**src/include/adcseq_defines.svh**
```systemverilog
// Register map, field positions, reset values and timing counts of the conversion sequencer
`ifndef ADCSEQ_DEFINES_SVH
`define ADCSEQ_DEFINES_SVH

// ----------------------------------------------------------------
// Register byte offsets
// ----------------------------------------------------------------
`define ADCSEQ_OFS_CTRL0      8'h00
`define ADCSEQ_OFS_CTRL1      8'h04
`define ADCSEQ_OFS_RES_HI     8'h08
`define ADCSEQ_OFS_RES_LO     8'h0c
`define ADCSEQ_OFS_INT_STAT   8'h10
`define ADCSEQ_OFS_INT_MASK   8'h14

// ----------------------------------------------------------------
// Field positions
// ----------------------------------------------------------------
`define ADCSEQ_BIT_START      0
`define ADCSEQ_BIT_POWER      1
`define ADCSEQ_BIT_BUSY       2
`define ADCSEQ_BIT_DONE       0

// ----------------------------------------------------------------
// Reset values and bus answers
// ----------------------------------------------------------------
`define ADCSEQ_RST_DIV_SEL    3'h0
`define ADCSEQ_RST_MASK       1'h0
`define ADCSEQ_RESP_OKAY      2'h0
`define ADCSEQ_RESP_SLVERR    2'h2

// ----------------------------------------------------------------
// Timing
// ----------------------------------------------------------------
`define ADCSEQ_CLK_PERIOD_NS  50
`define ADCSEQ_SAMPLE_TICKS   5'h04
`define ADCSEQ_CONV_TICKS     5'h0c
`define ADCSEQ_TOTAL_TICKS    (`ADCSEQ_SAMPLE_TICKS + `ADCSEQ_CONV_TICKS)

`endif

```
**src/include/adcseq_pkg.sv**
```systemverilog
// Types shared by the conversion sequencer modules
`default_nettype none

package adcseq_pkg;

    // Sequencer phases
    typedef enum logic [1:0] {
        ST_IDLE,
        ST_SAMPLE,
        ST_CONVERT
    } adcseq_state_t;

    // Software control bits
    typedef struct packed {
        logic [2:0] div_sel;
        logic       power;
        logic       start;
    } adcseq_ctrl_t;

endpackage

`default_nettype wire

```
**src/core/adcseq_top.sv**
```systemverilog
// Conversion sequencer: AXI4-Lite registers, prescaler, sample/convert phases, interrupt
//
// Notes on behaviour
// Start launches on a high-then-low pulse
// Hardware sets busy once launched
// Hardware clears busy on completion
// Completion sets flag; enabled flag raises interrupt
// Software may poll busy instead
// Divider select gives divide by 1 to 128
// Software keeps conversion clock within limits
// Power enable gates converter circuitry
// Software waits settling before starting
// Software clears power when idle
// Sampling lasts exactly 4 conversion clocks
// Conversion 12 clocks, total 16
// Conversion runs without stalling the processor
// 12-bit result as high and low bytes
// Result valid once busy drops
// Start during conversion restarts sampling, busy kept
// Power clear aborts, no interrupt flag
//
// Decided for this implementation: the AXI4-Lite interface to the registers and the register addresses.
`default_nettype none
`include "adcseq_defines.svh"

module adcseq_top #(
    parameter int ADDR_W = 8
) (
    input  wire logic              CLK_IN,
    input  wire logic              RST_N_IN,
    input  wire logic              AXI_AWVALID_IN,
    output logic                   AXI_AWREADY_OUT,
    input  wire logic [ADDR_W-1:0] AXI_AWADDR_IN,
    input  wire logic              AXI_WVALID_IN,
    output logic                   AXI_WREADY_OUT,
    input  wire logic [31:0]       AXI_WDATA_IN,
    input  wire logic [3:0]        AXI_WSTRB_IN,
    output logic                   AXI_BVALID_OUT,
    input  wire logic              AXI_BREADY_IN,
    output logic      [1:0]        AXI_BRESP_OUT,
    input  wire logic              AXI_ARVALID_IN,
    output logic                   AXI_ARREADY_OUT,
    input  wire logic [ADDR_W-1:0] AXI_ARADDR_IN,
    output logic                   AXI_RVALID_OUT,
    input  wire logic              AXI_RREADY_IN,
    output logic      [31:0]       AXI_RDATA_OUT,
    output logic      [1:0]        AXI_RRESP_OUT,
    input  wire logic [11:0]       CORE_RESULT_IN,
    output logic                   CORE_POWER_OUT,
    output logic                   CORE_SAMPLE_OUT,
    output logic                   CORE_CONVERT_OUT,
    output logic                   CORE_CLK_OUT,
    output logic                   IRQ_OUT
);

    // ----------------------------------------------------------------
    // Declarations
    // ----------------------------------------------------------------
    adcseq_pkg::adcseq_ctrl_t  ctrl;
    adcseq_pkg::adcseq_state_t state;
    logic              aw_got;
    logic              w_got;
    logic [ADDR_W-1:0] aw_addr;
    logic [31:0]       w_data;
    logic [3:0]        w_strb;
    logic              wr_fire;
    logic              wr_lo;
    logic [31:0]       next_rdata;
    logic              start_d;
    logic              launch;
    logic              tick;
    logic              done;
    logic              busy;
    logic [4:0]        tick_cnt;
    logic [2:0]        div_lat;
    logic [11:0]       result;
    logic [0:0]        int_status;
    logic [0:0]        int_mask;

    // Byte address match against one of the registers
    function automatic logic is_mapped(input logic [ADDR_W-1:0] a);
        is_mapped = (a == ADDR_W'(`ADCSEQ_OFS_CTRL0))    ||
                    (a == ADDR_W'(`ADCSEQ_OFS_CTRL1))    ||
                    (a == ADDR_W'(`ADCSEQ_OFS_RES_HI))   ||
                    (a == ADDR_W'(`ADCSEQ_OFS_RES_LO))   ||
                    (a == ADDR_W'(`ADCSEQ_OFS_INT_STAT)) ||
                    (a == ADDR_W'(`ADCSEQ_OFS_INT_MASK));
    endfunction

    // ----------------------------------------------------------------
    // AXI4-Lite write channel
    // ----------------------------------------------------------------

    // Address and data are caught in either order; both stall while a response waits
    assign AXI_AWREADY_OUT = !aw_got && !AXI_BVALID_OUT;
    assign AXI_WREADY_OUT  = !w_got && !AXI_BVALID_OUT;
    assign wr_fire         = aw_got && w_got;
    assign wr_lo           = wr_fire && w_strb[0]; // Only the low lane holds bits

    // Write address holding register
    always_ff @(posedge CLK_IN) begin
        if (!RST_N_IN) begin
            aw_got  <= 1'b0;
            aw_addr <= '0;
        end else if (AXI_AWVALID_IN && AXI_AWREADY_OUT) begin
            aw_got  <= 1'b1;
            aw_addr <= AXI_AWADDR_IN;
        end else if (wr_fire) begin
            aw_got  <= 1'b0;
        end
    end

    // Write data holding register
    always_ff @(posedge CLK_IN) begin
        if (!RST_N_IN) begin
            w_got  <= 1'b0;
            w_data <= 32'h0000_0000;
            w_strb <= 4'h0;
        end else if (AXI_WVALID_IN && AXI_WREADY_OUT) begin
            w_got  <= 1'b1;
            w_data <= AXI_WDATA_IN;
            w_strb <= AXI_WSTRB_IN;
        end else if (wr_fire) begin
            w_got  <= 1'b0;
        end
    end

    // Response one cycle after both halves are held; unmapped answers SLVERR
    always_ff @(posedge CLK_IN) begin
        if (!RST_N_IN) begin
            AXI_BVALID_OUT <= 1'b0;
            AXI_BRESP_OUT  <= `ADCSEQ_RESP_OKAY;
        end else if (wr_fire) begin
            AXI_BVALID_OUT <= 1'b1;
            AXI_BRESP_OUT  <= is_mapped(aw_addr) ? `ADCSEQ_RESP_OKAY : `ADCSEQ_RESP_SLVERR;
        end else if (AXI_BREADY_IN) begin
            AXI_BVALID_OUT <= 1'b0;
        end
    end

    // ----------------------------------------------------------------
    // Control registers
    // ----------------------------------------------------------------

    // Start, power and divider select; the select only takes effect at the next launch
    always_ff @(posedge CLK_IN) begin
        if (!RST_N_IN) begin
            ctrl <= '{div_sel: `ADCSEQ_RST_DIV_SEL, power: 1'b0, start: 1'b0};
        end else if (wr_lo && aw_addr == ADDR_W'(`ADCSEQ_OFS_CTRL0)) begin
            ctrl.start <= w_data[`ADCSEQ_BIT_START];
            ctrl.power <= w_data[`ADCSEQ_BIT_POWER];
        end else if (wr_lo && aw_addr == ADDR_W'(`ADCSEQ_OFS_CTRL1)) begin
            ctrl.div_sel <= w_data[2:0];
        end
    end

    // Previous start level, to see the falling half of the pulse
    always_ff @(posedge CLK_IN) begin
        if (!RST_N_IN) begin
            start_d <= 1'b0;
        end else begin
            start_d <= ctrl.start;
        end
    end

    // Launch only on the fall that closes a high pulse, and only when powered
    assign launch = start_d && !ctrl.start && ctrl.power;

    // ----------------------------------------------------------------
    // AXI4-Lite read channel
    // ----------------------------------------------------------------

    // Read data selection; unused bits read as zero
    always_comb begin
        next_rdata = 32'h0000_0000;
        case (AXI_ARADDR_IN)
            ADDR_W'(`ADCSEQ_OFS_CTRL0): begin
                next_rdata[`ADCSEQ_BIT_START] = ctrl.start;
                next_rdata[`ADCSEQ_BIT_POWER] = ctrl.power;
                next_rdata[`ADCSEQ_BIT_BUSY]  = busy;
            end
            ADDR_W'(`ADCSEQ_OFS_CTRL1): begin
                next_rdata[2:0] = ctrl.div_sel;
            end
            ADDR_W'(`ADCSEQ_OFS_RES_HI): begin
                next_rdata[3:0] = result[11:8];
            end
            ADDR_W'(`ADCSEQ_OFS_RES_LO): begin
                next_rdata[7:0] = result[7:0];
            end
            ADDR_W'(`ADCSEQ_OFS_INT_STAT): begin
                next_rdata[0] = int_status[0];
            end
            ADDR_W'(`ADCSEQ_OFS_INT_MASK): begin
                next_rdata[0] = int_mask[0];
            end
            default: begin
                next_rdata = 32'h0000_0000;
            end
        endcase
    end

    // One read at a time; address is refused while data waits
    assign AXI_ARREADY_OUT = !AXI_RVALID_OUT;

    // Registered read answer one cycle after the address is taken
    always_ff @(posedge CLK_IN) begin
        if (!RST_N_IN) begin
            AXI_RVALID_OUT <= 1'b0;
            AXI_RDATA_OUT  <= 32'h0000_0000;
            AXI_RRESP_OUT  <= `ADCSEQ_RESP_OKAY;
        end else if (AXI_ARVALID_IN && AXI_ARREADY_OUT) begin
            AXI_RVALID_OUT <= 1'b1;
            AXI_RDATA_OUT  <= next_rdata;
            AXI_RRESP_OUT  <= is_mapped(AXI_ARADDR_IN) ? `ADCSEQ_RESP_OKAY
                                                       : `ADCSEQ_RESP_SLVERR;
        end else if (AXI_RREADY_IN) begin
            AXI_RVALID_OUT <= 1'b0;
        end
    end

    // ----------------------------------------------------------------
    // Conversion sequencer
    // ----------------------------------------------------------------

    // Prescaler restarts at every launch, so each conversion has exact length
    adcseq_prescaler u_presc (
        .clk_in   (CLK_IN),
        .rst_n_in (RST_N_IN),
        .clear_in (launch),
        .run_in   (busy),
        .sel_in   (div_lat),
        .tick_out (tick)
    );

    // Last tick of the conversion phase marks completion; a power clear landing
    // in that very cycle is an abort, so it must not raise the flag
    assign done = (state == adcseq_pkg::ST_CONVERT) && tick && ctrl.power &&
                  (tick_cnt == `ADCSEQ_TOTAL_TICKS - 5'h01);

    // Phase register; power loss wins over everything, a relaunch restarts sampling
    always_ff @(posedge CLK_IN) begin
        if (!RST_N_IN || !ctrl.power) begin
            state <= adcseq_pkg::ST_IDLE;
        end else if (launch) begin
            state <= adcseq_pkg::ST_SAMPLE;
        end else begin
            case (state)
                adcseq_pkg::ST_SAMPLE: begin
                    if (tick && tick_cnt == `ADCSEQ_SAMPLE_TICKS - 5'h01) begin
                        state <= adcseq_pkg::ST_CONVERT;
                    end
                end
                adcseq_pkg::ST_CONVERT: begin
                    if (done) begin
                        state <= adcseq_pkg::ST_IDLE;
                    end
                end
                default: begin
                    state <= adcseq_pkg::ST_IDLE;
                end
            endcase
        end
    end

    // Conversion clock count since launch
    always_ff @(posedge CLK_IN) begin
        if (!RST_N_IN || launch) begin
            tick_cnt <= 5'h00;
        end else if (tick) begin
            tick_cnt <= tick_cnt + 5'h01;
        end
    end

    // Busy flag is hardware owned; software never writes it
    always_ff @(posedge CLK_IN) begin
        if (!RST_N_IN || !ctrl.power) begin
            busy <= 1'b0;
        end else if (launch) begin
            busy <= 1'b1;
        end else if (done) begin
            busy <= 1'b0;
        end
    end

    // Divider latched at launch; result captured as busy drops
    always_ff @(posedge CLK_IN) begin
        if (!RST_N_IN) begin
            div_lat <= `ADCSEQ_RST_DIV_SEL;
            result  <= 12'h000;
        end else begin
            if (launch) begin
                div_lat <= ctrl.div_sel;
            end
            if (done) begin
                result <= CORE_RESULT_IN;
            end
        end
    end

    // Core control; the bus never waits on the sequencer
    assign CORE_POWER_OUT   = ctrl.power;
    assign CORE_SAMPLE_OUT  = (state == adcseq_pkg::ST_SAMPLE);
    assign CORE_CONVERT_OUT = (state == adcseq_pkg::ST_CONVERT);
    assign CORE_CLK_OUT     = tick;

    // ----------------------------------------------------------------
    // Interrupt flags
    // ----------------------------------------------------------------

    adcseq_irq #(
        .NUM_EVT (1)
    ) u_irq (
        .clk_in      (CLK_IN),
        .rst_n_in    (RST_N_IN),
        .event_in    (done),
        .clear_we_in (wr_lo && aw_addr == ADDR_W'(`ADCSEQ_OFS_INT_STAT)),
        .mask_we_in  (wr_lo && aw_addr == ADDR_W'(`ADCSEQ_OFS_INT_MASK)),
        .wdata_in    (w_data[`ADCSEQ_BIT_DONE]),
        .status_out  (int_status),
        .mask_out    (int_mask),
        .irq_out     (IRQ_OUT)
    );

    // ----------------------------------------------------------------
    // Assertions
    // ----------------------------------------------------------------

    // Cycles since launch, only for the checks below
    logic [12:0] cyc;
    always_ff @(posedge CLK_IN) begin
        if (!RST_N_IN || launch) begin
            cyc <= 13'h0001;
        end else if (busy) begin
            cyc <= cyc + 13'h0001;
        end
    end
endmodule // adcseq_top

`default_nettype wire

```
**src/core/adcseq_prescaler.sv**
```systemverilog
// Conversion clock prescaler: one tick every 2**sel system clocks
`default_nettype none

module adcseq_prescaler (
    input  wire logic       clk_in,
    input  wire logic       rst_n_in,
    input  wire logic       clear_in,
    input  wire logic       run_in,
    input  wire logic [2:0] sel_in,
    output logic            tick_out
);

    logic [6:0] cnt;
    logic [7:0] last;

    // Ratio doubles with each step of the select
    assign last     = 8'((9'h001 << sel_in) - 9'h001);
    assign tick_out = run_in && ({1'b0, cnt} == last);

    // Cleared at launch so the first tick lands a whole period later
    always_ff @(posedge clk_in) begin
        if (!rst_n_in || clear_in || !run_in) begin
            cnt <= 7'h00;
        end else if (tick_out) begin
            cnt <= 7'h00;
        end else begin
            cnt <= cnt + 7'h01;
        end
    end

endmodule // adcseq_prescaler

`default_nettype wire

```
**src/core/adcseq_irq.sv**
```systemverilog
// Sticky event flags with write-one-to-clear, a mask and one level interrupt
`default_nettype none
`include "adcseq_defines.svh"

module adcseq_irq #(
    parameter int NUM_EVT = 1
) (
    input  wire logic               clk_in,
    input  wire logic               rst_n_in,
    input  wire logic [NUM_EVT-1:0] event_in,
    input  wire logic               clear_we_in,
    input  wire logic               mask_we_in,
    input  wire logic [NUM_EVT-1:0] wdata_in,
    output logic      [NUM_EVT-1:0] status_out,
    output logic      [NUM_EVT-1:0] mask_out,
    output logic                    irq_out
);

    // One sticky flag per event; a set in the clearing cycle wins
    for (genvar i = 0; i < NUM_EVT; i++) begin : g_flag
        always_ff @(posedge clk_in) begin
            if (!rst_n_in) begin
                status_out[i] <= 1'b0;
                mask_out[i]   <= `ADCSEQ_RST_MASK;
            end else begin
                if (event_in[i]) begin
                    status_out[i] <= 1'b1;
                end else if (clear_we_in && wdata_in[i]) begin
                    status_out[i] <= 1'b0;
                end
                if (mask_we_in) begin
                    mask_out[i] <= wdata_in[i];
                end
            end
        end
    end

    // Level request while any unmasked flag stands
    assign irq_out = |(status_out & mask_out);

endmodule // adcseq_irq

`default_nettype wire

```
**config.mk**
```make
export PLATFORM = sky130hd
export DESIGN_NAME = adcseq_top
export DESIGN_NICKNAME = d
export VERILOG_FILES = /design/src/include/adcseq_pkg.sv /design/src/core/adcseq_top.sv /design/src/core/adcseq_prescaler.sv /design/src/core/adcseq_irq.sv
export VERILOG_INCLUDE_DIRS = /design/src /design/src/include
export SDC_FILE = /design/constraint.sdc
export NUM_CORES = 1
export LEC_CHECK = 0
export BUFFER_PORTS_ARGS = -buffer_cell sky130_fd_sc_hd__buf_2
export CORE_MARGIN = 4
export CORE_UTILIZATION = 30
export DETAILED_ROUTE_END_ITERATION = 8
export GPL_TIMING_DRIVEN = 0
export HOLD_SLACK_MARGIN = 0.1
export PLACE_DENSITY = 0.64
export SKIP_LAST_GASP = 1
export SLEW_MARGIN = 20
export SYNTH_ARGS = -nofsm -noshare
export SYNTH_HDL_FRONTEND = slang
export SYNTH_SLANG_ARGS = --single-unit
```
**constraint.sdc**
```tcl
create_clock -name CLK_IN -period 7.4 [get_ports CLK_IN]
set_input_delay 0.37 -clock CLK_IN [delete_from_list [all_inputs] [get_ports CLK_IN]]
set_output_delay 0.37 -clock CLK_IN [all_outputs]
set_load 0.01 [all_outputs]
```
==> tab_implementation.tex, run 1 <==
\begin{tabular}{lr}
\hline
Metric & Value \\
\hline
\multicolumn{2}{l}{\textbf{Routing}} \\
\quad Vias after detailed routing & 2,735 \\
\quad DRC violations left & 0 \\
\quad Detailed Route Iter0 Violations & 105 \\
\quad Via-per-instance ratio & 4.57 \\
\quad Average detailed-routed wire length per instance & 12.4 um \\
\quad Post-route antenna net violation count & 0 \\
\quad Number of search-and-repair iterations in the first detailed-routing pass & 4 \\
\quad Wirelength, routed & 7420 um \\
\multicolumn{2}{l}{\textbf{Synthesis}} \\
\quad Post-synthesis instance area & 0.00329 mm\^{}2 \\
\quad Most frequently used cell type in the post-synthesis netlist & sky130\_fd\_sc\_hd\_\_dfxtp\_1 \\
\quad Proportion of synthesized chip area in sequential cells & 39.0\% \\
\quad Primary FF master, synth & sky130\_fd\_sc\_hd\_\_dfxtp\_1 \\
\quad Count of state elements after synthesis & 64 \\
\quad Leading post-synthesis cells by instance count & sky130\_fd\_sc\_hd\_\_dfxtp\_1, sky130\_fd\_sc\_hd\_\_nand2\_1, sky130\_fd\_sc\_hd\_\_nor2\_1 \\
\quad Gate Count Post-Synth & 366 \\
\quad Synthesis Warnings & 0 \\
\quad Biggest area contributors in the synthesized netlist & sky130\_fd\_sc\_hd\_\_dfxtp\_1, sky130\_fd\_sc\_hd\_\_buf\_4, sky130\_fd\_sc\_hd\_\_nand2\_1 \\
\quad Cell taking the most area after synthesis & sky130\_fd\_sc\_hd\_\_dfxtp\_1 \\
\quad Distinct cell type count after synthesis & 61 \\
\quad Fraction of registers with async set or reset after synthesis & 0\% \\
\quad Mapped Avg Cell Area & 8.98 um\^{}2 \\
\quad Fraction of synthesized cell area taken by the top area cell type & 39.0\% \\
\quad EDFF count, synth & 0 \\
\multicolumn{2}{l}{\textbf{Clocking}} \\
\quad Hold Buf Count CTS & 0 \\
\quad Number of clock buffers inserted by TritonCTS & 9 \\
\quad Cell chosen for the clock root & sky130\_fd\_sc\_hd\_\_clkbuf\_8 \\
\quad Buffers inserted by post-CTS timing repair & 0 \\
\quad Clock-pin slew reported for the worst setup and hold paths after clock tree synthesis & 0.07 ns \\
\quad Max Root-Sink Buffers & 2 \\
\quad Htree depth & 3 \\
\quad Clock tree from TritonCTS & yes \\
\quad \# clock sinks & 64 \\
\quad Post\_cts resized & 0 \\
\quad Later-pin clock latency in the skew report & 0.35 ns \\
\multicolumn{2}{l}{\textbf{Cells and area}} \\
\quad Final core utilization & 38.5\% \\
\quad Area used by multi-input combinational logic & 0.00178 mm\^{}2 \\
\quad Reg area & 0.00128 mm\^{}2 \\
\quad Synth-to-Final Area Change & 23.3\% \\
\quad ANT cells & 0 \\
\quad Fill cell count & 1,116 \\
\quad Final std cell area, no fill & 0.00405 mm\^{}2 \\
\quad NumNets Final & 533 \\
\quad Number of non-filler instances in the completed layout & 599 \\
\quad Share of layout cells above drive strength 1 & 26.1\% \\
\multicolumn{2}{l}{\textbf{Power}} \\
\quad Max rail drop VDD & 0.123 mV \\
\quad Total power consumption of the routed design & 0.760 mW \\
\quad Cell Pwr Density & 188 mW/mm\^{}2 \\
\quad Leakage power & 1.68 nW \\
\multicolumn{2}{l}{\textbf{Worst setup path}} \\
\quad FF-to-FF path depth & 10 \\
\quad Crit. path cell count & 10 \\
\quad Kind of cell adding the most delay to the critical path & simple AND/OR/NAND/NOR gates \\
\quad Worst reg2reg setup slack & 4.51 ns \\
\quad Master of the slowest instance on the critical path & sky130\_fd\_sc\_hd\_\_or3\_1 \\
\quad Data arrival time at the worst-slack endpoint & 2.88 ns \\
\quad Worst Path Class, Setup & reg -> out \\
\quad Reg2reg end & u\_presc.cnt[4]\$\_SDFF\_PP0\_ \\
\quad Crit start category & register \\
\quad Origin of the critical flop-to-flop path & div\_lat[1]\$\_SDFFE\_PN0P\_ \\
\quad Critical path destination & CORE\_CLK\_OUT \\
\quad Worst-path fanout max & 10 \\
\quad Category of the worst setup path capture point & output port \\
\quad Delay of the slowest critical-path stage & 0.37 ns \\
\quad Top cell by count, worst path & sky130\_fd\_sc\_hd\_\_buf\_6 \\
\quad CP Data Required Time & 7.03 ns \\
\quad CP Launch Point & div\_lat[1]\$\_SDFFE\_PN0P\_ \\
\quad Crit path cell chain & buf\_6 > or3\_1 > ha\_1 > buf\_6 > xnor2\_1 > nor3b\_2 > o221a\_2 > nand2\_2 > nor2\_1 > buf\_2 \\
\quad Crit path buf inv count & 3 \\
\multicolumn{2}{l}{\textbf{Global route}} \\
\quad Overall overflow remaining after global route & 0 \\
\quad Antenna violations before repair & 0 \\
\quad Pin count of the biggest net entering global routing & 12 \\
\quad Total GRT Usage & 12.0\% \\
\quad Global-route wire length before repair & 12,600 um \\
\quad Number of global-route vias before repair & 2,581 \\
\multicolumn{2}{l}{\textbf{Die}} \\
\quad Floorplan die width & 113 um \\
\quad IO Count & 117 \\
\quad Core ar. & 0.0105 mm\^{}2 \\
\quad DIE AREA & 0.0127 mm\^{}2 \\
\quad Initial Util & 31.3\% \\
\quad Total number of placement rows & 37 \\
\quad Die Span Y & 113 um \\
\multicolumn{2}{l}{\textbf{STA}} \\
\quad RSZ-0062 raised after global routing & no \\
\quad Setup Viol. Count Final & 0 \\
\quad Max Freq & 307 MHz \\
\quad Transition time of the tightest slew-check pin & 0.551 ns \\
\quad Total Neg Setup Slack & 0 ns \\
\quad Number of hold-slack violations in the final timing report & 0 \\
\quad Fin crit period & 3.25 ns \\
\quad Final Slew Violations & 0 \\
\quad Final Cycle Share & 44.0\% \\
\quad Final setup margin & 4.15 ns \\
\quad Relative max-transition margin & 63.1\% \\
\quad Worst clock skew & 0.0107 ns \\
\quad Min Hold Slack & 0.271 ns \\
\multicolumn{2}{l}{\textbf{Placed design}} \\
\quad DPL Wire Length & 5730 um \\
\quad IO buf count & 56 \\
\quad Area post-placement & 0.00383 mm\^{}2 \\
\quad Weighted congestion reported at the end of routability-driven placement & 0.764 \\
\quad Worst slack at placement & 4.54 ns \\
\quad Total instance count after detailed placement & 583 \\
\multicolumn{2}{l}{\textbf{Worst hold path}} \\
\quad Classification of the worst-slack hold path & in -> reg \\
\multicolumn{2}{l}{\textbf{Run}} \\
\quad Max-Cap Viols & 0 \\
\multicolumn{2}{l}{\textbf{Outcome}} \\
\quad Run status & finished clean \\
\hline
\end{tabular}
## power breakdown
| part | switching (mW) | internal, mW | leakage [nW] |
|---|---|---|---|
| combinational | 0.0344 | 0.0311 | 1.04 |
| sequential | 0.00623 | 0.352 | 0.519 |
| clock | 0.139 | 0.197 | 0.112 |
## worst min path at each step
stage / start / to / cells after the start
finish: AXI_ARVALID_IN / AXI_RVALID_OUT$_SDFFE_PN0P_ / 2
global route: AXI_ARVALID_IN / AXI_RVALID_OUT$_SDFFE_PN0P_ / 2
CTS: AXI_ARVALID_IN / AXI_RVALID_OUT$_SDFFE_PN0P_ / 2
detailed placement: aw_addr[0]$_SDFFE_PN0P_ / aw_addr[0]$_SDFFE_PN0P_ / 2
global placement: aw_addr[0]$_SDFFE_PN0P_ / aw_addr[0]$_SDFFE_PN0P_ / 2
floorplan: w_data[2]$_SDFFE_PN0P_ / ctrl[4]$_SDFFE_PN0P_ / 2
## placed cells by master (no fill, tap or decap), types with 2 or more instances in the layout
cell	synthesis	final
sky130_fd_sc_hd__a2111oi_0	2	2
sky130_fd_sc_hd__a21boi_0	13	13
sky130_fd_sc_hd__a21boi_1	3	3
sky130_fd_sc_hd__a21oi_1	10	10
sky130_fd_sc_hd__a22oi_1	4	4
sky130_fd_sc_hd__a31o_1	13	13
sky130_fd_sc_hd__a31oi_1	2	2
sky130_fd_sc_hd__and2_1	6	6
sky130_fd_sc_hd__and3_1	5	5
sky130_fd_sc_hd__buf_2	3	59
sky130_fd_sc_hd__buf_4	26	26
sky130_fd_sc_hd__buf_6	4	4
sky130_fd_sc_hd__bufinv_16	0	2
sky130_fd_sc_hd__clkbuf_1	12	12
sky130_fd_sc_hd__clkbuf_8	0	10
sky130_fd_sc_hd__clkinv_2	0	3
sky130_fd_sc_hd__conb_1	1	26
sky130_fd_sc_hd__dfxtp_1	64	64
sky130_fd_sc_hd__ha_1	4	4
sky130_fd_sc_hd__inv_1	5	5
sky130_fd_sc_hd__mux2i_1	13	13
sky130_fd_sc_hd__mux4_2	2	2
sky130_fd_sc_hd__nand2_1	47	47
sky130_fd_sc_hd__nand2b_1	3	3
sky130_fd_sc_hd__nand3_1	13	13
sky130_fd_sc_hd__nor2_1	30	30
sky130_fd_sc_hd__nor2b_1	20	20
sky130_fd_sc_hd__nor3_1	4	4
sky130_fd_sc_hd__o21ai_0	10	10
sky130_fd_sc_hd__o31ai_1	2	2
sky130_fd_sc_hd__or3_1	3	3
sky130_fd_sc_hd__or4_1	3	3
sky130_fd_sc_hd__xnor2_1	6	6
sky130_fd_sc_hd__xor2_1	3	3
## area by class of cell
class	count	area share, %
multi-input combinational	277	43.9
sequential	64	31.6
buffer	45	7.41
timing repair buffer	56	6.92
tap	136	4.20
clock buffer	10	3.40
clock inverter	6	2.04
inverter	5	0.463
## state kept, by name, indices dropped and copies added, names as in the netlist, 2 cells and up
signal         count
tick_cnt           5
u_presc.cnt        7
result            12
aw_addr            8
ctrl               4
state              2
w_data             3
div_lat            3
AXI_RDATA_OUT      8
## kinds of logic (layout without fill, tap and decap cells)
logic type	after synthesis	in the layout	synth area share [%]
AND/OR/NAND/NOR	148	148	24.0
multiplexers	16	16	5.67
XOR/XNOR	9	9	2.40
buffers and inverters	50	122	9.71
adder cells (fa/ha/maj)	4	4	1.52
flip-flops	64	64	39.0
other	1	26	0.114
AO/OA/AOI/OAI	74	74	17.6
## metal layers
layer	vias to the layer above	global-route usage, %	wire, um
met5	-	0	0
met4	0	3.37	94
met3	10	3.34	410
met2	75	19.4	3420
met1	1229	15.6	3490
li1	1421	-	-
Note: power is estimated with default switching activity, not from simulation.
==> run 2: changes to the inputs <==
Clock period 7.4 ns to 3.18 ns, I/O delays scaled along.
==> run 2 against run 1 <==
Effect of this change:
- via count grew 1.5%
- cell count grew 2.5%
- wire length grew 1.5%
- clock-buffer cell count is the same
- sequential share of layout area shrank 1.3 points
- non-clock buffer count grew 15
==> tab_implementation.tex, run 2 (synthesis results as in run 1) <==
\begin{tabular}{lr}
\hline
Metric & Value \\
\hline
\multicolumn{2}{l}{\textbf{Cells and area}} \\
\quad NumNets Final & 548 \\
\quad Largest register by flop count & result \\
\quad Registers with the most flip-flops & result: 12 flops, AXI\_RDATA\_OUT: 8 flops, aw\_addr: 8 flops \\
\quad ANT cells & 0 \\
\quad Number of flip-flops in the largest register & 12 \\
\quad Final core utilization & 40.1\% \\
\quad Leading cell types in the layout, fill and taps excluded & sky130\_fd\_sc\_hd\_\_dfxtp\_1, sky130\_fd\_sc\_hd\_\_buf\_2, sky130\_fd\_sc\_hd\_\_nand2\_1, sky130\_fd\_sc\_hd\_\_nor2\_1 \\
\quad Most common cell after layout, fill and taps aside & sky130\_fd\_sc\_hd\_\_dfxtp\_1 \\
\quad Number of non-filler instances in the completed layout & 614 \\
\quad Share of layout cells above drive strength 1 & 25.5\% \\
\quad Final std cell area, no fill & 0.00422 mm\^{}2 \\
\quad Synth-to-Final Area Change & 28.4\% \\
\quad Fill cell count & 1,106 \\
\multicolumn{2}{l}{\textbf{Worst setup path}} \\
\quad Origin of the critical flop-to-flop path & div\_lat[1]\$\_SDFFE\_PN0P\_ \\
\quad CP Data Required Time & 3.02 ns \\
\quad Crit start category & register \\
\quad Worst-path fanout max & 10 \\
\quad Worst reg2reg setup slack & 0.40 ns \\
\quad Category of the worst setup path capture point & output port \\
\quad Worst Path Class, Setup & reg -> out \\
\quad Reg2reg end & u\_presc.cnt[4]\$\_SDFF\_PP0\_ \\
\quad FF-to-FF path depth & 10 \\
\quad Data arrival time at the worst-slack endpoint & 2.78 ns \\
\multicolumn{2}{l}{\textbf{Die}} \\
\quad Floorplan die width & 113 um \\
\quad Initial Util & 31.3\% \\
\quad Die Span Y & 113 um \\
\quad DIE AREA & 0.0127 mm\^{}2 \\
\quad Core ar. & 0.0105 mm\^{}2 \\
\quad IO Count & 117 \\
\quad Total number of placement rows & 37 \\
\multicolumn{2}{l}{\textbf{Global route}} \\
\quad Met3 global-route usage & 3.29\% \\
\quad Peak-usage layer in the global routing report & met2 \\
\quad Overall overflow remaining after global route & 0 \\
\quad Met1 track demand over resource & 15.8\% \\
\quad Total GRT Usage & 12.2\% \\
\quad Global-route wire length before repair & 12,900 um \\
\quad Antenna violations before repair & 0 \\
\quad Number of global-route vias before repair & 2,635 \\
\quad Met2 track utilization from global routing & 20.0\% \\
\quad Pin count of the biggest net entering global routing & 12 \\
\multicolumn{2}{l}{\textbf{Clocking}} \\
\quad Htree depth & 3 \\
\quad Buffers inserted by post-CTS timing repair & 0 \\
\quad Cell chosen for the clock root & sky130\_fd\_sc\_hd\_\_clkbuf\_8 \\
\quad \# clock sinks & 64 \\
\quad Later-pin clock latency in the skew report & 0.35 ns \\
\quad Clock-pin slew reported for the worst setup and hold paths after clock tree synthesis & 0.07 ns \\
\quad Number of clock buffers inserted by TritonCTS & 9 \\
\quad Max Root-Sink Buffers & 2 \\
\quad Clock tree from TritonCTS & yes \\
\multicolumn{2}{l}{\textbf{STA}} \\
\quad Min Hold Slack & 0.110 ns \\
\quad Final Slew Violations & 0 \\
\quad Final setup margin & 0.243 ns \\
\quad Final Cycle Share & 92.4\% \\
\quad Setup Viol. Count Final & 0 \\
\quad RSZ-0062 raised after global routing & no \\
\quad Number of hold-slack violations in the final timing report & 0 \\
\quad Max Freq & 340 MHz \\
\quad Fin crit period & 2.94 ns \\
\quad Total Neg Setup Slack & 0 ns \\
\quad Relative max-transition margin & 63.0\% \\
\quad Transition time of the tightest slew-check pin & 0.552 ns \\
\quad Worst clock skew & 0.00963 ns \\
\multicolumn{2}{l}{\textbf{Routing}} \\
\quad Average detailed-routed wire length per instance & 12.3 um \\
\quad Detailed Route Iter0 Violations & 97 \\
\quad Post-route antenna net violation count & 0 \\
\quad Wirelength, routed & 7530 um \\
\quad Number of search-and-repair iterations in the first detailed-routing pass & 4 \\
\quad Via-per-instance ratio & 4.52 \\
\quad DRC violations left & 0 \\
\quad Vias after detailed routing & 2,776 \\
\multicolumn{2}{l}{\textbf{Power}} \\
\quad Clock network fraction of total power & 43.9\% \\
\quad Sw power & 0.420 mW \\
\quad Max rail drop VDD & 0.288 mV \\
\quad Leakage power & 1.74 nW \\
\quad Power Internal & 1.36 mW \\
\quad Switching fraction of total power & 23.6\% \\
\quad Cell Pwr Density & 422 mW/mm\^{}2 \\
\quad Seq pwr share & 46.7\% \\
\quad Total power consumption of the routed design & 1.78 mW \\
\quad Combinational cell fraction of total power & 9.4\% \\
\multicolumn{2}{l}{\textbf{Worst hold path}} \\
\quad Min-Delay Endpoint & w\_data[0]\$\_SDFFE\_PN0P\_ \\
\quad Number of cells on the worst hold path & 3 \\
\quad Classification of the worst-slack hold path & in -> reg \\
\quad Beginning of the worst hold path & AXI\_WDATA\_IN[0] \\
\multicolumn{2}{l}{\textbf{Placed design}} \\
\quad Weighted congestion reported at the end of routability-driven placement & 0.764 \\
\quad DPL Wire Length & 5730 um \\
\quad IO buf count & 56 \\
\quad Total instance count after detailed placement & 583 \\
\quad Worst slack at placement & 0.320 ns \\
\quad Area post-placement & 0.00383 mm\^{}2 \\
\multicolumn{2}{l}{\textbf{Outcome}} \\
\quad Run status & finished clean \\
\multicolumn{2}{l}{\textbf{Run}} \\
\quad Max-Cap Viols & 0 \\
\hline
\end{tabular}
## run 2: cell count changes in the layout (fill, tap and decap cells not counted), sizes merged
cell         delta
dlygate4sd3    +15
## run 2: how the worst max path moves through the flow
stage                                  startpoint  slack, ns  cells after the start                         to
after floorplan           div_lat[1]$_SDFFE_PN0P_       0.57                     10   tick_cnt[3]$_SDFFE_PP0P_
after global placement    div_lat[1]$_SDFFE_PN0P_       0.37                     10  u_presc.cnt[6]$_SDFF_PP0_
after detailed placement  div_lat[1]$_SDFFE_PN0P_       0.32                     10  u_presc.cnt[4]$_SDFF_PP0_
after CTS                 div_lat[1]$_SDFFE_PN0P_       0.13                     10               CORE_CLK_OUT
after global routing      div_lat[1]$_SDFFE_PN0P_       0.02                     10               CORE_CLK_OUT
final                     div_lat[1]$_SDFFE_PN0P_       0.24                     10               CORE_CLK_OUT
## run 2: worst max-delay path, stage by stage, from the launching register on
cell and delay, ns:
sky130_fd_sc_hd__dfxtp_1 0.36, sky130_fd_sc_hd__buf_6 0.16, sky130_fd_sc_hd__or3_1 0.37, sky130_fd_sc_hd__ha_1 0.21, sky130_fd_sc_hd__buf_6 0.14, sky130_fd_sc_hd__xnor2_2 0.18
sky130_fd_sc_hd__nor3b_2 0.24, sky130_fd_sc_hd__o221a_2 0.29, sky130_fd_sc_hd__nand2_2 0.12, sky130_fd_sc_hd__nor2_1 0.19, sky130_fd_sc_hd__buf_2 0.17
## run 2: layer usage
metal / vias up / part of all wire, %
li1: 1449 / -
met5: - / 0
met3: 10 / 5.1
met2: 73 / 47
met4: 0 / 1.2
met1: 1244 / 47
## run 2: final cells by class
class | count | area [um^2] | area share (%)
Buffer | 45 | 300 | 7.12
Clock buffer | 10 | 138 | 3.26
Clock inverter | 6 | 82.6 | 1.96
Inverter | 5 | 18.8 | 0.445
Multi-Input combinational cell | 277 | 1800 | 42.6
Sequential cell | 64 | 1280 | 30.4
Tap cell | 136 | 170 | 4.03
Timing Repair Buffer | 71 | 430 | 10.2
## run 2: power by group through the flow
stage               combinational [mW]  sequential, mW  clock, mW
finish                           0.167           0.833      0.781
global placement                 0.152           0.850          0
floorplan                        0.103           0.849          0
detailed placement               0.153           0.851          0
global route                     0.187           0.835      0.842
CTS                              0.168           0.833      0.800
## run 2: what timing repair did
item / CTS / global route
setup endpoints to repair: 0 / 1
hold buffers: 15 / 0
resized for setup: 0 / 2
endpoints found under the hold margin: 14 / 0
==> run 3: changes to the inputs <==
Settings changed: ABC_AREA from default to 1.
==> run 3 against run 2 <==
Effect of this change:
- critical path depth up 2
- fmax up 26%
- clock power up 8.2%
- design area down 0.36%
- sequential power up 0.7%
==> tab_implementation.tex, run 3 <==
\begin{tabular}{lr}
\hline
Metric & Value \\
\hline
\multicolumn{2}{l}{\textbf{Outcome}} \\
\quad Run status & finished clean \\
\multicolumn{2}{l}{\textbf{Routing}} \\
\quad Average detailed-routed wire length per instance & 10.5 um \\
\quad Via-per-instance ratio & 4.21 \\
\quad Detailed Route Iter0 Violations & 96 \\
\quad Post-route antenna net violation count & 0 \\
\quad Number of search-and-repair iterations in the first detailed-routing pass & 4 \\
\quad Wirelength, routed & 7570 um \\
\quad DRC violations left & 0 \\
\quad Vias after detailed routing & 3,039 \\
\multicolumn{2}{l}{\textbf{Cells and area}} \\
\quad Final std cell area, no fill & 0.00420 mm\^{}2 \\
\quad NumNets Final & 655 \\
\quad Number of flip-flops in the largest register & 12 \\
\quad Leading cell types in the layout, fill and taps excluded & sky130\_fd\_sc\_hd\_\_nand2\_1, sky130\_fd\_sc\_hd\_\_nor2\_1, sky130\_fd\_sc\_hd\_\_dfxtp\_1, sky130\_fd\_sc\_hd\_\_inv\_1, sky130\_fd\_sc\_hd\_\_buf\_2 \\
\quad Area used by multi-input combinational logic & 0.00149 mm\^{}2 \\
\quad Synth-to-Final Area Change & 32.2\% \\
\quad Share of layout cells above drive strength 1 & 19.8\% \\
\quad Largest register by flop count & result \\
\quad Most common cell after layout, fill and taps aside & sky130\_fd\_sc\_hd\_\_nand2\_1 \\
\quad Reg area & 0.00128 mm\^{}2 \\
\quad Final core utilization & 40.7\% \\
\quad ANT cells & 0 \\
\quad Registers with the most flip-flops & result: 12 flops, AXI\_RDATA\_OUT: 8 flops, aw\_addr: 8 flops \\
\quad Fill cell count & 1,075 \\
\multicolumn{2}{l}{\textbf{Synthesis}} \\
\quad Distinct cell type count after synthesis & 37 \\
\quad Synthesis Warnings & 0 \\
\quad Fraction of synthesized cell area taken by the top area cell type & 40.3\% \\
\quad Primary FF master, synth & sky130\_fd\_sc\_hd\_\_dfxtp\_1 \\
\quad Count of state elements after synthesis & 64 \\
\quad Cell taking the most area after synthesis & sky130\_fd\_sc\_hd\_\_dfxtp\_1 \\
\quad Most frequently used cell type in the post-synthesis netlist & sky130\_fd\_sc\_hd\_\_nand2\_1 \\
\quad Mapped Avg Cell Area & 6.85 um\^{}2 \\
\quad Proportion of synthesized chip area in sequential cells & 40.3\% \\
\quad Biggest area contributors in the synthesized netlist & sky130\_fd\_sc\_hd\_\_dfxtp\_1, sky130\_fd\_sc\_hd\_\_nand2\_1, sky130\_fd\_sc\_hd\_\_nor2\_1 \\
\quad Leading post-synthesis cells by instance count & sky130\_fd\_sc\_hd\_\_nand2\_1, sky130\_fd\_sc\_hd\_\_nor2\_1, sky130\_fd\_sc\_hd\_\_dfxtp\_1 \\
\quad Post-synthesis instance area & 0.00318 mm\^{}2 \\
\quad EDFF count, synth & 0 \\
\quad Fraction of registers with async set or reset after synthesis & 0\% \\
\quad Gate Count Post-Synth & 464 \\
\multicolumn{2}{l}{\textbf{STA}} \\
\quad Total Neg Setup Slack & 0 ns \\
\quad Number of hold-slack violations in the final timing report & 0 \\
\quad RSZ-0062 raised after global routing & no \\
\quad Setup Viol. Count Final & 0 \\
\quad Worst clock skew & 0.0124 ns \\
\quad Final Cycle Share & 73.5\% \\
\quad Final Slew Violations & 0 \\
\quad Transition time of the tightest slew-check pin & 0.665 ns \\
\quad Max Freq & 428 MHz \\
\quad Relative max-transition margin & 55.4\% \\
\quad Fin crit period & 2.34 ns \\
\multicolumn{2}{l}{\textbf{Worst setup path}} \\
\quad CP Data Required Time & 3.02 ns \\
\quad Worst reg2reg setup slack & 0.98 ns \\
\quad Reg2reg end & result[10]\$\_SDFFE\_PN0P\_ \\
\quad Worst Path Class, Setup & reg -> out \\
\quad Origin of the critical flop-to-flop path & div\_lat[2]\$\_SDFFE\_PN0P\_ \\
\quad Worst-path fanout max & 9 \\
\quad Data arrival time at the worst-slack endpoint & 2.18 ns \\
\quad Crit start category & register \\
\quad Category of the worst setup path capture point & output port \\
\quad FF-to-FF path depth & 13 \\
\multicolumn{2}{l}{\textbf{Run}} \\
\quad Max-Cap Viols & 0 \\
\multicolumn{2}{l}{\textbf{Clocking}} \\
\quad \# clock sinks & 64 \\
\quad Clock tree from TritonCTS & yes \\
\quad Htree depth & 3 \\
\quad Clock-pin slew reported for the worst setup and hold paths after clock tree synthesis & 0.07 ns \\
\quad Number of clock buffers inserted by TritonCTS & 9 \\
\quad Max Root-Sink Buffers & 2 \\
\quad Post\_cts resized & 0 \\
\quad Cell chosen for the clock root & sky130\_fd\_sc\_hd\_\_clkbuf\_8 \\
\quad Later-pin clock latency in the skew report & 0.34 ns \\
\multicolumn{2}{l}{\textbf{Placed design}} \\
\quad Area post-placement & 0.00373 mm\^{}2 \\
\quad IO buf count & 57 \\
\quad Weighted congestion reported at the end of routability-driven placement & 0.816 \\
\quad DPL Wire Length & 5720 um \\
\multicolumn{2}{l}{\textbf{Die}} \\
\quad Total number of placement rows & 37 \\
\quad Floorplan die width & 111 um \\
\quad IO Count & 117 \\
\quad Core ar. & 0.0103 mm\^{}2 \\
\quad DIE AREA & 0.0123 mm\^{}2 \\
\quad Die Span Y & 111 um \\
\quad Initial Util & 30.8\% \\
\multicolumn{2}{l}{\textbf{Power}} \\
\quad Total power consumption of the routed design & 1.88 mW \\
\quad Max rail drop VDD & 0.234 mV \\
\quad Cell Pwr Density & 447 mW/mm\^{}2 \\
\quad Leakage power & 2.03 nW \\
\multicolumn{2}{l}{\textbf{Worst hold path}} \\
\quad Classification of the worst-slack hold path & in -> reg \\
\quad Number of cells on the worst hold path & 3 \\
\quad Beginning of the worst hold path & AXI\_WDATA\_IN[2] \\
\quad Min-Delay Endpoint & w\_data[2]\$\_SDFFE\_PN0P\_ \\
\multicolumn{2}{l}{\textbf{Global route}} \\
\quad Global-route wire length before repair & 12,800 um \\
\quad Overall overflow remaining after global route & 0 \\
\quad Number of global-route vias before repair & 2,861 \\
\quad Pin count of the biggest net entering global routing & 13 \\
\quad Antenna violations before repair & 0 \\
\quad Total GRT Usage & 12.5\% \\
\hline
\end{tabular}
==> run 3: cell count changes after synthesis, moves of 6 or more <==
cell / change
sky130_fd_sc_hd__mux2i_1: -13
sky130_fd_sc_hd__nand2_1: +46
sky130_fd_sc_hd__nor2_1: +44
sky130_fd_sc_hd__inv_1: +56
sky130_fd_sc_hd__o21ai_0: +30
sky130_fd_sc_hd__nor2b_1: -20
sky130_fd_sc_hd__a31o_1: -13
sky130_fd_sc_hd__a21oi_1: +21
sky130_fd_sc_hd__and2_1: -6
sky130_fd_sc_hd__a21boi_0: -13
==> run 3: final cells by class <==
type | count | share of cell area, %
Multi-Input combinational cell | 322 | 35.4
Sequential cell | 64 | 30.5
Timing Repair Buffer | 80 | 12.3
Buffer | 38 | 6.16
Inverter | 65 | 5.80
Tap cell | 136 | 4.05
Clock buffer | 9 | 2.95
Clock inverter | 7 | 2.86
==> run 3: kinds of logic after synthesis <==
logic type | Yosys count | synth area share [%]
AO/OA/AOI/OAI | 80 | 13.2
XOR/XNOR | 6 | 1.65
adder cells (fa/ha/maj) | 4 | 1.57
buffers and inverters | 103 | 15.8
flip-flops | 64 | 40.3
other | 1 | 0.118
AND/OR/NAND/NOR | 206 | 27.4
==> run 3: timing repair <==
| action | 4_1_cts | 5_1_grt |
|---|---|---|
| setup buffers | 0 | 0 |
| hold buffers | 23 | 0 |
| hold endpoints to repair | 23 | 0 |
==> run 3: per-layer routing <==
metal	GRT usage (%)	part of all wire [%]
met2	20.9	47
met4	4.84	1.6
met3	3.33	5.5
met5	0	0
met1	15.4	46
==> run 3: power breakdown <==
part / internal [mW] / total (mW) / switching (mW) / leakage, nW
combinational: 0.0906 / 0.196 / 0.105 / 1.39
sequential: 0.827 / 0.839 / 0.0126 / 0.521
clock: 0.522 / 0.845 / 0.324 / 0.119
total: 1.44 / 1.88 / 0.441 / 2.03
==> run 3: worst max path at each step <==
stage | depth (start not counted) | slack (ns) | from | endpoint
4_1_cts | 13 | 0.80 | div_lat[2]$_SDFFE_PN0P_ | CORE_CLK_OUT
3_3_place_gp | 14 | 1.0 | div_lat[2]$_SDFFE_PN0P_ | result[9]$_SDFFE_PN0P_
2_1_floorplan | 13 | 1.23 | div_lat[2]$_SDFFE_PN0P_ | result[10]$_SDFFE_PN0P_
3_5_place_dp | 14 | 0.98 | div_lat[2]$_SDFFE_PN0P_ | result[10]$_SDFFE_PN0P_
6_report | 12 | 0.84 | div_lat[2]$_SDFFE_PN0P_ | CORE_CLK_OUT
5_1_grt | 13 | 0.59 | div_lat[2]$_SDFFE_PN0P_ | CORE_CLK_OUT
==> run 3: critical path, cell delays in order (launching register included) <==
cell and delay (ns):
sky130_fd_sc_hd__dfxtp_1 0.31, sky130_fd_sc_hd__buf_6 0.13, sky130_fd_sc_hd__nor2_2 0.15, sky130_fd_sc_hd__nand2_2 0.09
sky130_fd_sc_hd__ha_1 0.32, sky130_fd_sc_hd__nand2_1 0.07, sky130_fd_sc_hd__nand3_1 0.07, sky130_fd_sc_hd__nor2_1 0.10
sky130_fd_sc_hd__nand2_1 0.09, sky130_fd_sc_hd__nor2_4 0.19, sky130_fd_sc_hd__nand2_4 0.11, sky130_fd_sc_hd__inv_2 0.09
sky130_fd_sc_hd__buf_2 0.13
==> run 3: metrics by stage <==
stage / instances / worst slack, ns / hold WS, ns
final: 721 / 0.842 / 0.122
after global placement: 682 / 0.997 / 0.382
after global routing: 721 / 0.594 / 0.137
after CTS: 721 / 0.802 / 0.102
after floorplan: 489 / 1.23 / 0.294
after detailed placement: 682 / 0.975 / 0.391
